`src/common/rstg_pkg.sv`:
```
/*
  constants for the reset source collector and reset tree generator.
  assumes a 50 mhz bus clock and a 1 khz low-power oscillator clock input.
*/
package rstg_pkg;
  // ==========================================
  // timing
  localparam int unsigned CLK_HZ = 50_000_000;
  localparam int unsigned PIN_DRIVE_MIN_CYC = 128;
  localparam int unsigned STOP_ACK_LPO_CYC = 1025;
  localparam int unsigned PIN_CNT_W = 8;
  localparam int unsigned LPO_CNT_W = 11;
  localparam logic [PIN_CNT_W-1:0] PIN_CNT_LAST = PIN_CNT_W'(PIN_DRIVE_MIN_CYC - 1);
  localparam logic [LPO_CNT_W-1:0] STOP_ACK_LAST = LPO_CNT_W'(STOP_ACK_LPO_CYC);
  // ==========================================
  // source vector positions
  localparam int unsigned NSRC = 10;
  localparam int unsigned SRC_POR = 0;
  localparam int unsigned SRC_LVD = 1;
  localparam int unsigned SRC_WATCHDOG_CAUSE_FLAG = 2;
  localparam int unsigned SRC_WAKE = 3;
  localparam int unsigned SRC_LOC = 4;
  localparam int unsigned SRC_SACK = 5;
  localparam int unsigned SRC_SW = 6;
  localparam int unsigned SRC_LOCKUP = 7;
  localparam int unsigned SRC_DBG = 8;
  localparam int unsigned SRC_TEST = 9;
  localparam int unsigned SRC_PIN = 10;
  // ==========================================
  // status field positions
  localparam int unsigned STA_WAKE = 0;
  localparam int unsigned STA_LVD = 1;
  localparam int unsigned STA_LOC = 2;
  localparam int unsigned STA_WATCHDOG_CAUSE_FLAG = 5;
  localparam int unsigned STA_PIN = 6;
  localparam int unsigned STA_POR = 7;
  localparam int unsigned STB_TEST = 0;
  localparam int unsigned STB_LOCKUP = 1;
  localparam int unsigned STB_SW = 2;
  localparam int unsigned STB_DBG = 3;
  localparam int unsigned STB_SACK = 5;
  localparam logic [7:0] STATUS_RST = 8'h00;
  localparam logic [15:0] WAKE_FLAGS_RST = 16'h0000;
  // ==========================================
  // register map (word index == byte offset / 4)
  localparam logic [3:0] REG_STATUS_A = 4'h0;
  localparam logic [3:0] REG_STATUS_B = 4'h1;
  localparam logic [3:0] REG_CTRL = 4'h2;
  localparam logic [3:0] REG_WAKE_FLAGS = 4'h3;
  localparam logic [3:0] REG_WAKE_EN = 4'h4;
  localparam int unsigned CTRL_MON_EN = 0;
  localparam int unsigned CTRL_RANGE = 1;
  localparam logic [2:0] CTRL_RST = 3'h0;
  localparam logic [15:0] WAKE_EN_RST = 16'h0000;

  typedef enum logic [1:0] {
    RSTG_MODE_RUN, RSTG_MODE_SHALLOW, RSTG_MODE_DEEP
  } rstg_mode_t;

  typedef enum {
    RSTG_IDLE, RSTG_DRIVE, RSTG_PIN_WAIT
  } rstg_state_t;
endpackage

```
`src/common/rstg_sync_if.sv`:
```
/*
  bundle of raw asynchronous reset sources and their synchronised copies.
  assumes one clock on both sides of the bundle.
*/
`timescale 1ns/100ps
interface rstg_sync_if;
  logic [rstg_pkg::NSRC:0] raw;
  logic [rstg_pkg::NSRC:0] sync;
  modport src (output raw, input sync);
  modport snk (input raw, output sync);
endinterface

```
`src/rtl/rstg_top.sv`:
```
/*
  reset source collector and reset tree generator with cause status.
  assumes 50 mhz bus clock, power-on detection on rst_i, all other sources
  asynchronous levels, and an open-drain reset pin with external pull-up.
*/
// How it works
// - watchdog timeout causes system reset and sets watchdog cause flag.
// - in shallow stop only the reset pin wakeup may reset.
// - in deep stop any enabled wakeup input may reset.
// - wakeup flags survive system reset until software clears them.
// - with monitor enabled, reference clock loss resets and sets cause flag.
// - stop request unacknowledged for 1025 slow oscillator cycles resets.
// - software request resets chip and core tiers, not power-on, debug or test, and sets software cause flag.
// - core lockup resets the system and sets lockup cause flag.
// - debug mailbox reset request holds system reset while set.
// - core hold bit keeps core in reset after system release.
// - power-on-only reset forces every other reset output.
// - power-on-or-low-voltage reset cascades into lower tiers except early chip reset, which releases once the pin drive starts.
// - chip power-on reset adds deep wakeup, cascades into chip reset.
// - not-deep-wakeup reset covers all but non-pin deep wakeup.
// - early chip reset releases before flash initialisation starts.
// - chip reset releases after flash done and pin high.
// - pin driven low at least 128 clocks from idle and until flash done; not driven on deep wakeup.
// - chip reset waits for pin to read high after release.
// - boundary instructions hold reset and set test cause flag.
// - test port reset touches only test logic, no system reset.
// - debug reset request clears only debug port style registers.
`timescale 1ns/100ps
module rstg_top (
  // clock and power-on reset
  input wire logic clock_i,
  input wire logic rst_i,
  // asynchronous reset sources
  input wire logic lvd_i,
  input wire logic watchdog_cause_flag_timeout_i,
  input wire logic ref_clk_lost_low_i,
  input wire logic ref_clk_lost_high_i,
  input wire logic sw_reset_req_i,
  input wire logic lockup_i,
  input wire logic dbg_sys_reset_req_i,
  input wire logic dbg_core_hold_i,
  input wire logic test_boundary_instr_i,
  input wire logic test_port_reset_n_i,
  input wire logic dbg_reset_req_i,
  // low-power mode and wakeup
  input wire logic [1:0] lp_mode_i,
  input wire logic [15:0] wake_src_i,
  input wire logic wake_pin_i,
  input wire logic stop_req_i,
  input wire logic stop_all_ack_i,
  input wire logic lpo_clk_i,
  // flash
  input wire logic flash_init_done_i,
  // reset pin, open drain
  input wire logic reset_pin_i,
  output logic reset_pin_o,
  output logic reset_pin_oe_o,
  // reset tree
  output logic por_only_rst_o,
  output logic por_not_deep_rst_o,
  output logic chip_por_rst_o,
  output logic chip_not_deep_rst_o,
  output logic early_chip_rst_o,
  output logic chip_rst_o,
  output logic core_rst_o,
  output logic test_port_rst_o,
  output logic dbg_regs_rst_o,
  // register port
  input wire logic [3:0] reg_addr_i,
  input wire logic [31:0] reg_wdata_i,
  input wire logic reg_wr_i,
  input wire logic reg_rd_i,
  output logic [31:0] reg_rdata_o
);
  // ==========================================
  // synchronisation of sources
  logic lpo_meta_q, lpo_sync_q, lpo_prev_q;
  logic pin_meta_q, pin_sync_q;
  logic trst_meta_q, trst_sync_q;
  logic dbg_meta_q, dbg_sync_q;
  logic hold_meta_q, hold_sync_q;
  logic stop_meta_q, stop_sync_q, ack_meta_q, ack_sync_q;
  logic [1:0] mode_meta_q, mode_sync_q;
  logic [15:0] wake_meta_q, wake_sync_q;
  logic [2:0] ctrl_q;
  logic [15:0] wake_en_q;
  logic [15:0] wake_flags_q;
  logic [7:0] status_a_q, status_b_q;
  logic [rstg_pkg::NSRC:0] src;
  logic sack_timeout;
  rstg_sync_if sif ();

  wire loc_hit = ctrl_q[rstg_pkg::CTRL_RANGE] ? ref_clk_lost_high_i : ref_clk_lost_low_i;
  wire rstg_pkg::rstg_mode_t mode = rstg_pkg::rstg_mode_t'(mode_sync_q);
  // deep-stop wakeup is through an enabled input; shallow stop only via pin
  wire [15:0] wake_live = wake_sync_q & wake_en_q;
  wire deep_wake = (mode == rstg_pkg::RSTG_MODE_DEEP) && (|wake_live);
  wire shallow_wake = (mode == rstg_pkg::RSTG_MODE_SHALLOW) && wake_pin_i;

  assign sif.raw[rstg_pkg::SRC_POR] = 1'b0;
  assign sif.raw[rstg_pkg::SRC_LVD] = lvd_i;
  assign sif.raw[rstg_pkg::SRC_WATCHDOG_CAUSE_FLAG] = watchdog_cause_flag_timeout_i;
  assign sif.raw[rstg_pkg::SRC_WAKE] = deep_wake;
  assign sif.raw[rstg_pkg::SRC_LOC] = ctrl_q[rstg_pkg::CTRL_MON_EN] && loc_hit;
  assign sif.raw[rstg_pkg::SRC_SACK] = sack_timeout;
  assign sif.raw[rstg_pkg::SRC_SW] = sw_reset_req_i;
  assign sif.raw[rstg_pkg::SRC_LOCKUP] = lockup_i;
  assign sif.raw[rstg_pkg::SRC_DBG] = dbg_sys_reset_req_i;
  assign sif.raw[rstg_pkg::SRC_TEST] = test_boundary_instr_i;
  assign sif.raw[rstg_pkg::SRC_PIN] = shallow_wake;

  rstg_sync u_sync (
    .clock_i (clock_i),
    .rst_i (rst_i),
    .bus (sif.snk)
  );
  assign src = sif.sync;

  always_ff @(posedge clock_i or posedge rst_i) begin
    if (rst_i) begin
      {lpo_meta_q, lpo_sync_q, lpo_prev_q} <= 3'h0;
      {pin_meta_q, pin_sync_q} <= 2'h0;
      {trst_meta_q, trst_sync_q} <= 2'h0;
      {dbg_meta_q, dbg_sync_q, hold_meta_q, hold_sync_q} <= 4'h0;
      {stop_meta_q, stop_sync_q, ack_meta_q, ack_sync_q} <= 4'h0;
      mode_meta_q <= 2'h0;
      mode_sync_q <= 2'h0;
      wake_meta_q <= 16'h0000;
      wake_sync_q <= 16'h0000;
    end else begin
      lpo_meta_q <= lpo_clk_i;
      lpo_sync_q <= lpo_meta_q;
      lpo_prev_q <= lpo_sync_q;
      pin_meta_q <= reset_pin_i;
      pin_sync_q <= pin_meta_q;
      trst_meta_q <= test_port_reset_n_i;
      trst_sync_q <= trst_meta_q;
      dbg_meta_q <= dbg_reset_req_i;
      dbg_sync_q <= dbg_meta_q;
      hold_meta_q <= dbg_core_hold_i;
      hold_sync_q <= hold_meta_q;
      stop_meta_q <= stop_req_i;
      stop_sync_q <= stop_meta_q;
      ack_meta_q <= stop_all_ack_i;
      ack_sync_q <= ack_meta_q;
      mode_meta_q <= lp_mode_i;
      mode_sync_q <= mode_meta_q;
      wake_meta_q <= wake_src_i;
      wake_sync_q <= wake_meta_q;
    end
  end

  rstg_stop_ack u_sack (
    .clock_i (clock_i),
    .rst_i (rst_i),
    .stop_req_i (stop_sync_q),
    .all_ack_i (ack_sync_q),
    .lpo_tick_i (lpo_sync_q && !lpo_prev_q),
    .timeout_o (sack_timeout)
  );

  // ==========================================
  // pin sequencing
  rstg_pkg::rstg_state_t state_q, state_d;
  logic [rstg_pkg::PIN_CNT_W-1:0] pin_cnt_q, pin_cnt_d;
  logic por_seen_q;
  logic pin_low_q;
  // pin falling low with no drive of ours is an external pin reset
  wire ext_pin = !pin_sync_q && !pin_low_q && !por_seen_q;
  wire any_sys = |src[rstg_pkg::SRC_PIN:rstg_pkg::SRC_LVD];
  wire drive_src = any_sys || ext_pin || por_seen_q;
  wire cnt_done = (pin_cnt_q == rstg_pkg::PIN_CNT_LAST);

  always_comb begin
    state_d = state_q;
    pin_cnt_d = pin_cnt_q;
    unique case (state_q)
      rstg_pkg::RSTG_IDLE: begin
        pin_cnt_d = '0;
        if (drive_src) begin
          state_d = rstg_pkg::RSTG_DRIVE;
        end
      end
      rstg_pkg::RSTG_DRIVE: begin
        if (!cnt_done) begin
          pin_cnt_d = pin_cnt_q + 1'b1;
        end
        // held sources (debug, test) keep the pin low while present
        if (cnt_done && flash_init_done_i && !drive_src) begin
          state_d = rstg_pkg::RSTG_PIN_WAIT;
        end
      end
      rstg_pkg::RSTG_PIN_WAIT: begin
        if (drive_src && pin_sync_q) begin
          state_d = rstg_pkg::RSTG_DRIVE;
        end else if (pin_sync_q) begin
          state_d = rstg_pkg::RSTG_IDLE;
        end
      end
    endcase
  end

  always_ff @(posedge clock_i or posedge rst_i) begin
    if (rst_i) begin
      state_q <= rstg_pkg::RSTG_IDLE;
      pin_cnt_q <= '0;
      por_seen_q <= 1'b1;
      pin_low_q <= 1'b0;
    end else begin
      state_q <= state_d;
      pin_cnt_q <= pin_cnt_d;
      if (state_q == rstg_pkg::RSTG_DRIVE) begin
        por_seen_q <= 1'b0;
      end
      pin_low_q <= (state_q != rstg_pkg::RSTG_IDLE);
    end
  end

  // ==========================================
  // reset tree
  logic deep_hold_q;
  logic pnd_hold_q;
  wire in_seq = (state_q != rstg_pkg::RSTG_IDLE);
  wire seq_end = (state_d == rstg_pkg::RSTG_IDLE);
  always_ff @(posedge clock_i or posedge rst_i) begin
    if (rst_i) begin
      deep_hold_q <= 1'b0;
      pnd_hold_q <= 1'b1;
    end else begin
      // a non-pin deep wakeup resets power-on tier but not always-on logic
      if (src[rstg_pkg::SRC_WAKE]) begin
        deep_hold_q <= 1'b1;
      end else if (seq_end) begin
        deep_hold_q <= 1'b0;
      end
      if (src[rstg_pkg::SRC_LVD]) begin
        pnd_hold_q <= 1'b1;
      end else if (seq_end) begin
        pnd_hold_q <= 1'b0;
      end
    end
  end
  assign por_only_rst_o = rst_i;
  assign por_not_deep_rst_o = rst_i || pnd_hold_q || src[rstg_pkg::SRC_LVD];
  assign chip_por_rst_o = por_not_deep_rst_o || deep_hold_q || src[rstg_pkg::SRC_WAKE];
  assign chip_not_deep_rst_o = por_not_deep_rst_o || (in_seq && !deep_hold_q);
  assign chip_rst_o = rst_i || in_seq || drive_src;
  // flash released at once so it can run its initialisation inside the sequence
  assign early_chip_rst_o = rst_i || (state_q == rstg_pkg::RSTG_IDLE && drive_src);
  assign core_rst_o = chip_rst_o || hold_sync_q;
  assign test_port_rst_o = rst_i || !trst_sync_q;
  assign dbg_regs_rst_o = rst_i || dbg_sync_q;
  assign reset_pin_o = 1'b0;
  assign reset_pin_oe_o = rst_i || por_seen_q || (state_q == rstg_pkg::RSTG_DRIVE && !deep_hold_q);

  // ==========================================
  // cause status, captured at sequence start
  wire seq_start = (state_q == rstg_pkg::RSTG_IDLE) && (state_d == rstg_pkg::RSTG_DRIVE);
  logic [7:0] cause_a, cause_b;
  always_comb begin
    cause_a = 8'h00;
    cause_b = 8'h00;
    cause_a[rstg_pkg::STA_POR] = por_seen_q;
    cause_a[rstg_pkg::STA_LVD] = por_seen_q || src[rstg_pkg::SRC_LVD];
    cause_a[rstg_pkg::STA_WATCHDOG_CAUSE_FLAG] = src[rstg_pkg::SRC_WATCHDOG_CAUSE_FLAG];
    cause_a[rstg_pkg::STA_WAKE] = src[rstg_pkg::SRC_WAKE] || src[rstg_pkg::SRC_PIN];
    cause_a[rstg_pkg::STA_LOC] = src[rstg_pkg::SRC_LOC];
    cause_a[rstg_pkg::STA_PIN] = ext_pin;
    cause_b[rstg_pkg::STB_SACK] = src[rstg_pkg::SRC_SACK];
    cause_b[rstg_pkg::STB_SW] = src[rstg_pkg::SRC_SW];
    cause_b[rstg_pkg::STB_LOCKUP] = src[rstg_pkg::SRC_LOCKUP];
    cause_b[rstg_pkg::STB_DBG] = src[rstg_pkg::SRC_DBG];
    cause_b[rstg_pkg::STB_TEST] = src[rstg_pkg::SRC_TEST];
  end

  // ==========================================
  // register port
  wire wr_ctrl = reg_wr_i && (reg_addr_i == rstg_pkg::REG_CTRL);
  wire wr_wflags = reg_wr_i && (reg_addr_i == rstg_pkg::REG_WAKE_FLAGS);
  wire wr_wen = reg_wr_i && (reg_addr_i == rstg_pkg::REG_WAKE_EN);
  wire [15:0] wake_set = (mode == rstg_pkg::RSTG_MODE_DEEP) ? wake_live : 16'h0000;
  wire [15:0] wake_clr = wr_wflags ? reg_wdata_i[15:0] : 16'h0000;
  logic [31:0] rd_mux;
  logic [31:0] rdata_q;
  always_comb begin
    unique case (reg_addr_i)
      rstg_pkg::REG_STATUS_A: rd_mux = {24'h00_0000, status_a_q};
      rstg_pkg::REG_STATUS_B: rd_mux = {24'h00_0000, status_b_q};
      rstg_pkg::REG_CTRL: rd_mux = {29'h0000_0000, ctrl_q};
      rstg_pkg::REG_WAKE_FLAGS: rd_mux = {16'h0000, wake_flags_q};
      rstg_pkg::REG_WAKE_EN: rd_mux = {16'h0000, wake_en_q};
      default: rd_mux = 32'h0000_0000;
    endcase
  end

  // flags and enables live on power-on reset only, not on chip reset
  always_ff @(posedge clock_i or posedge rst_i) begin
    if (rst_i) begin
      ctrl_q <= rstg_pkg::CTRL_RST;
      wake_en_q <= rstg_pkg::WAKE_EN_RST;
      wake_flags_q <= rstg_pkg::WAKE_FLAGS_RST;
      status_a_q <= rstg_pkg::STATUS_RST;
      status_b_q <= rstg_pkg::STATUS_RST;
      rdata_q <= 32'h0000_0000;
    end else begin
      if (wr_ctrl) begin
        ctrl_q <= reg_wdata_i[2:0];
      end
      if (wr_wen) begin
        wake_en_q <= reg_wdata_i[15:0];
      end
      wake_flags_q <= (wake_flags_q & ~wake_clr) | wake_set;
      if (seq_start) begin
        status_a_q <= cause_a;
        status_b_q <= cause_b;
      end
      rdata_q <= reg_rd_i ? rd_mux : 32'h0000_0000;
    end
  end
  assign reg_rdata_o = rdata_q;
endmodule

```
`src/rtl/rstg_sync.sv`:
```
/*
  two-flop synchronisers for every asynchronous reset source.
  assumes sources are levels held for at least two bus clocks.
*/
`timescale 1ns/100ps
module rstg_sync (
  // clock and reset
  input wire logic clock_i,
  input wire logic rst_i,
  // sources
  rstg_sync_if.snk bus
);
  genvar g;
  generate
    for (g = 0; g <= rstg_pkg::NSRC; g++) begin : g_bit
      logic meta_q;
      logic sync_q;
      always_ff @(posedge clock_i or posedge rst_i) begin
        if (rst_i) begin
          meta_q <= 1'b0;
          sync_q <= 1'b0;
        end else begin
          meta_q <= bus.raw[g];
          sync_q <= meta_q;
        end
      end
      assign bus.sync[g] = sync_q;
    end
  endgenerate
endmodule

```
`src/rtl/rstg_stop_ack.sv`:
```
/*
  stop-acknowledge timeout: counts low-power oscillator rising edges.
  assumes osc and handshake inputs arrive already synchronised.
*/
`timescale 1ns/100ps
module rstg_stop_ack (
  // clock and reset
  input wire logic clock_i,
  input wire logic rst_i,
  // handshake
  input wire logic stop_req_i,
  input wire logic all_ack_i,
  input wire logic lpo_tick_i,
  // result
  output logic timeout_o
);
  logic [rstg_pkg::LPO_CNT_W-1:0] cnt_q;
  logic [rstg_pkg::LPO_CNT_W-1:0] cnt_d;
  logic timeout_q;
  wire expired = (cnt_q == rstg_pkg::STOP_ACK_LAST);
  wire pending = stop_req_i && !all_ack_i;

  assign cnt_d = !pending ? '0 : (lpo_tick_i && !expired) ? cnt_q + 1'b1 : cnt_q;

  always_ff @(posedge clock_i or posedge rst_i) begin
    if (rst_i) begin
      cnt_q <= '0;
      timeout_q <= 1'b0;
    end else begin
      cnt_q <= cnt_d;
      timeout_q <= pending && expired;
    end
  end
  assign timeout_o = timeout_q;
endmodule

```
`config.mk`:
```
export PLATFORM = sky130hd
export DESIGN_NAME = rstg_top
export DESIGN_NICKNAME = d
export VERILOG_FILES = /design/src/common/rstg_pkg.sv /design/src/common/rstg_sync_if.sv /design/src/rtl/rstg_top.sv /design/src/rtl/rstg_sync.sv /design/src/rtl/rstg_stop_ack.sv
export SDC_FILE = /design/constraint.sdc
export NUM_CORES = 1
export LEC_CHECK = 0
export ABC_AREA = 1
export BUFFER_PORTS_ARGS = -buffer_cell sky130_fd_sc_hd__buf_4
export CORE_ASPECT_RATIO = 0.5
export CORE_MARGIN = 2
export CORE_UTILIZATION = 45
export CTS_CLUSTER_SIZE = 14
export DETAILED_ROUTE_END_ITERATION = 10
export PLACE_DENSITY_LB_ADDON = 0.3
export SYNTH_ARGS = -nofsm -noshare
export SYNTH_HDL_FRONTEND = slang
export SYNTH_HIERARCHICAL = 1
export SYNTH_SLANG_ARGS = --single-unit
```
`constraint.sdc`:
```
create_clock -name clock_i -period 7.45 [get_ports clock_i]
set_input_delay 1.1175 -clock clock_i [delete_from_list [all_inputs] [get_ports clock_i]]
set_output_delay 1.1175 -clock clock_i [all_outputs]
set_load 0.005 [all_outputs]
```
==> results of run 1 <==
layout make-up:
cell class                 count  share of cell area
clock buffer                  18              0.0477
sequential                   189               0.526
inverter                     113              0.0477
tap                          227              0.0316
multi-input combinational    488               0.256
timing repair buffer          86              0.0718
clock inverter                14              0.0185
worst paths after layout:
path                                 start          endpoint  slack, ps  cells after the start
worst max-delay path                 rst_i  early_chip_rst_o       3740                      5
worst min-delay path            dbg_meta_q        dbg_sync_q        340                      0
worst max register to register  por_seen_q       state_q[28]       5120                     10
worst min register to register  dbg_meta_q        dbg_sync_q        340                      0
max in group asynchronous            rst_i       state_q[15]       4910                      4
min in group asynchronous            rst_i      pin_cnt_q[4]        690                      2
cells in the final DEF, fill, tap and decap left out, types with 4 or more instances in the layout:
cell	instances
a21oi_1	14
buf_4	86
clkbuf_16	17
conb_1	17
dfrtp_1	187
inv_1	100
inv_2	10
inv_6	5
inv_8	4
nand2_1	195
nand3_1	29
nand4_1	18
nor2_1	75
nor2_2	6
nor2_4	7
nor3_1	5
o21ai_0	76
o21ai_1	6
sequential cells by signal, indices dropped and copies added, names as in the netlist, 6 cells and up:
signal and count:
pin_cnt_q 8, reg_rdata_o 16, state_q 32, status_a_q 6, u_sack/cnt_q 11, u_sync/g_bit.meta_q 10, u_sync/g_bit.sync_q 10, wake_en_q 16
wake_flags_q 16, wake_meta_q 16, wake_sync_q 16
metrics by stage:
stage / area [µm²] / cells / util
floorplan: 7760 / 833 / -
global placement: 8400 / 1103 / 0.507
detailed placement: 8400 / 1103 / 0.507
CTS: 8990 / 1135 / 0.543
global route: 8990 / 1135 / 0.543
finish: 8990 / 1135 / 0.543
per-layer routing:
metal	routed length, µm	track usage	vias up
met3	779	0.0415	16
met2	7310	0.306	157
met4	175	0.0566	0
met1	7250	0.241	2671
li1	-	-	2693
met5	0	0	-
report_power, final:
part           total [mW]  internal [mW]  switching, mW
clock network       0.912          0.481          0.431
registers            1.14           1.10         0.0410
logic               0.143         0.0588         0.0844
worst max-delay path, delay by kind of cell:
| kind | cells | cell delay [ps] |
|---|---|---|
| and+or+nand+nor | 1 | 130 |
| buffers and inverters | 4 | 1280 |
==> run summary, run 1 <==
Hold Vio Cnt, Final: 0
CP max-delay cell: buf_4
Power Total: 2.19 mW
CTS root buffer: clkbuf_16
Mapped cell area: 7700 µm²
Critical path capture point type: primary output
VDD IR-drop max: 0.168 mV
Worst EP required: 6330 ps
Post-CTS sizing: 0
DR vias: 5537
Chip height: 96.5 µm
Placer Congestion: 0.872
Ys Warns: 6
Area of the multi-input gates: 2310 µm²
Port buffer count: 84
Fmax: 270 MHz
Largest net degree at the start of global routing: 73
Largest stage delay on the critical path: 730 ps
Final setup vio count: 0
DR WL/cell: 13.7 µm
ANT nets after route: 0
Max-cap viol count: 0
# Post-CTS Setup Buffers: 0
Worst min-delay path class: register to register
Final #Nets: 973
Reg clk slew, reported paths: 80 ps
Initial antenna violation count: 0
Row cnt: 33
Die W: 189 µm
I/O Pins: 118
Detailed Route WL: 15500 µm
Diodes inserted: 0
TritonCTS Buffers: 17
Clock buffer depth: 2
Post-Place Setup Slack: 3670 ps
Hold WS: 335 ps
Vias in the first global route: 5299
H-tree depth: 4
Status: complete, no violations
Setup WS post-layout: 3740 ps
Ratio of cells with drive above 1 in the final layout: 0.169
Worst-Margin Slew: 963 ps
Die area: 18200 µm²
Final min period: 3710 ps
GRT Total Usage: 0.183
CP cell instances: buf_4 -> inv_6 -> buf_4 -> nand2_1 -> buf_4
Pre-Repair DR Iteration Count: 6
CTS tree: done
Vias per cell: 4.88
CTS Sinks: 189
Mapped Cells: 817
Drt first-iter violations: 318
Pleak: 4.54 nW
Grt total ovfl: 0
RSZ-0062 raised after global routing: no
Maximum fanout along the worst path: 72
Clk Latency, worst-skew pair: 430 ps
Dpl hpwl: 10500 µm
Syn Area/Cell: 9.42 µm²
Critical path's most frequent cell: buf_4
Worst Setup Start Kind: input port
Slew headroom: 0.356
First-pass GRT wire length: 25800 µm
Critical Path AT: 2590 ps
Power per Cell Area: 244 nW/µm²
Max-slew violations: 0
Number of fill cells in the layout: 1431
Hold buffer count at CTS: 0
Part of the cycle the worst path needs: 0.498
Layout area overhead: 16.8%
Critical path class: input port to primary output
Worst Clk Skew: 13.0 ps
DRC Markers: 0
Register area: 4730 µm²
Initial Util: 0.465
Setup TNS: 0 ps
Core box area: 16600 µm²
Power figures use the tool's default switching activity.
==> inputs of run 2 (changes only) <==
- ABC_AREA: 1 -> 0
- clock period: 7.45 -> 3.5 ns (I/O delays scaled with it)
==> run 2 against run 1 <==
  * Synthesized cell count down 32%
  * Largest cell class unchanged
  * Final cell count down 25%
  * Setup slack worse by 3400 ps
  * Die area down 5.3%
  * Global-route usage down 0.83 points
==> run summary, run 2 <==
Placed insts: 821 (-26%)
Worst Setup Start Kind: register
Grt total ovfl: 0 (unchanged)
Register with the most flip-flops: state_q
Setup WS post-layout: 361 ps (-3380 ps)
CTS Sinks: 189 (unchanged)
Slew headroom: 0.341 (-0.0149)
Hold Vio Cnt, Final: 0 (unchanged)
# Post-CTS Setup Buffers: 0 (unchanged)
Flop2flop setup slack: 1300 ps (-3820 ps)
Vias in the first global route: 4475 (-16%)
Reg2reg path depth: 5 (-5)
Final setup vio count: 0 (unchanged)
Fin util: 0.549 (+0.00625)
Commonest non-fill, non-tap cell in the layout: dfrtp_1
Critical Path AT: 2610 ps (+20 ps)
Mapped Cells: 554 (-32%)
Part of the cycle the worst path needs: 0.897
First-pass GRT wire length: 22900 µm (-11%)
Initial Util: 0.466 (+0.000967)
Max-slew violations: 0 (unchanged)
Max reg flops: 32 (unchanged)
CP max-delay cell: or4_1
Hold WS: 46.4 ps (-289 ps)
Port buffer count: 84 (unchanged)
Ratio of cells with drive above 1 in the final layout: 0.267 (+0.0981)
Power per Cell Area: 548 nW/µm² (+120%)
Worst Clk Skew: 13.4 ps (+0.431 ps)
CP cell instances: nor4_2 -> and4_4 -> nand3_4 -> nor3_4 -> inv_2 -> or4_1 -> buf_4
Row cnt: 32 (-3.0%)
RR Startpoint: u_sync/g_bit[6].sync_q
GRT Total Usage: 0.174 (-0.00833)
I/O Pins: 118 (unchanged)
Final #Nets: 714 (-27%)
Clk Latency, worst-skew pair: 430 ps (about the same)
Die area: 17300 µm² (-5.3%)
Status: complete, no violations
Maximum fanout along the worst path: 9 (-88%)
Reg clk slew, reported paths: 70 ps (about the same)
CTS root buffer: clkbuf_16
Detailed Route WL: 14000 µm (-9.8%)
Drt first-iter violations: 452 (+42%)
Dpl hpwl: 9300 µm (-11%)
Core box area: 15600 µm² (-5.7%)
H-tree depth: 4 (unchanged)
Placer Congestion: 0.825 (-5.4%)
Post-Layout Cell Count: 853 (-25%)
RSZ-0062 raised after global routing: no
DR WL/cell: 16.4 µm (+20%)
ANT nets after route: 0 (unchanged)
Fmax: 319 MHz
Post-Place Setup Slack: 787 ps (-2890 ps)
Diodes inserted: 0 (unchanged)
Mapped cell area: 7270 µm² (-5.5%)
Most frequent cells in the layout: 187 x dfrtp_1, 91 x buf_4, 32 x nand2_1
DR vias: 4581 (-17%)
Max-cap viol count: 0 (unchanged)
Register area: 4730 µm² (unchanged)
Layout area overhead: 17.9%
Clock buffer depth: 2 (unchanged)
Worst-Margin Slew: 988 ps (+24.7 ps)
Pre-Repair DR Iteration Count: 6 (unchanged)
Critical path capture point type: primary output
DRC Markers: 0 (unchanged)
Area of the multi-input gates: 2270 µm² (-1.7%)
Setup TNS: 0 ps (unchanged)
Largest stage delay on the critical path: 490 ps (-240 ps)
Worst min-delay path class: input port to asynchronous set/reset pin
TritonCTS Buffers: 17 (unchanged)
Ys Warns: 6 (unchanged)
FF-to-FF End: state_q[12]
Chip height: 93.9 µm (-2.7%)
Number of fill cells in the layout: 1296 (-9.4%)
Pleak: 3.89 nW (-14%)
Die W: 184 µm (-2.7%)
Critical path class: register to primary output
Initial antenna violation count: 1 (+1)
Post-CTS sizing: 0 (unchanged)
Final min period: 3140 ps
CTS tree: done
Worst EP required: 2970 ps (-3360 ps)
Hold buffer count at CTS: 0 (unchanged)
Syn Area/Cell: 13.1 µm² (+39%)
Vias per cell: 5.37 (+10%)
VDD IR-drop max: 0.375 mV (+120%)
Largest net degree at the start of global routing: 81 (+11%)
run 2: cell type report:
| type | count | share of cell area |
|---|---|---|
| clock buffers | 18 | 0.0500 |
| multi-input cells | 327 | 0.264 |
| inverters | 10 | 0.00481 |
| repair buffers | 91 | 0.0796 |
| flip-flops and latches | 189 | 0.552 |
| well taps | 204 | 0.0298 |
| clock inverters | 14 | 0.0198 |
run 2: metrics by stage:
step | area [µm²] | power, mW
final | 8580 | 4.70
after global routing | 8580 | 4.90
after CTS | 8580 | 4.75
after detailed placement | 7980 | 2.81
after global placement | 7980 | 2.79
after floorplan | 7340 | 2.69
run 2: critical path, delay by kind of cell (launching register included):
family                 cells  cell delay (ps)
AND/OR/NAND/NOR            5             1590
flip-flops                 1              390
buffers and inverters      2              220
run 2: how the worst max path moves through the flow:
stage                     depth (start not counted)    endpoint        from
after floorplan                                   2  chip_rst_o       rst_i
after global placement                            7  core_rst_o  state_q[8]
after detailed placement                          7  core_rst_o  state_q[8]
after CTS                                         7  core_rst_o  state_q[8]
after global routing                              7  core_rst_o  state_q[8]
final                                             7  core_rst_o  state_q[8]
run 2: where the power goes:
part,leakage [nW],total (mW),internal [mW],switching (mW)
Combinational,1.23,0.308,0.171,0.137
Sequential,2.37,2.46,2.35,0.110
Clock,0.291,1.93,1.03,0.906
Total,3.89,4.70,3.55,1.15
run 2: metal layers:
| metal | track usage | routed length, µm | up-vias |
|---|---|---|---|
| li1 | - | - | 2140 |
| met1 | 0.244 | 6750 | 2302 |
| met2 | 0.263 | 6330 | 125 |
| met3 | 0.0527 | 732 | 12 |
| met4 | 0.0553 | 158 | 2 |
| met5 | 0 | 12 | - |
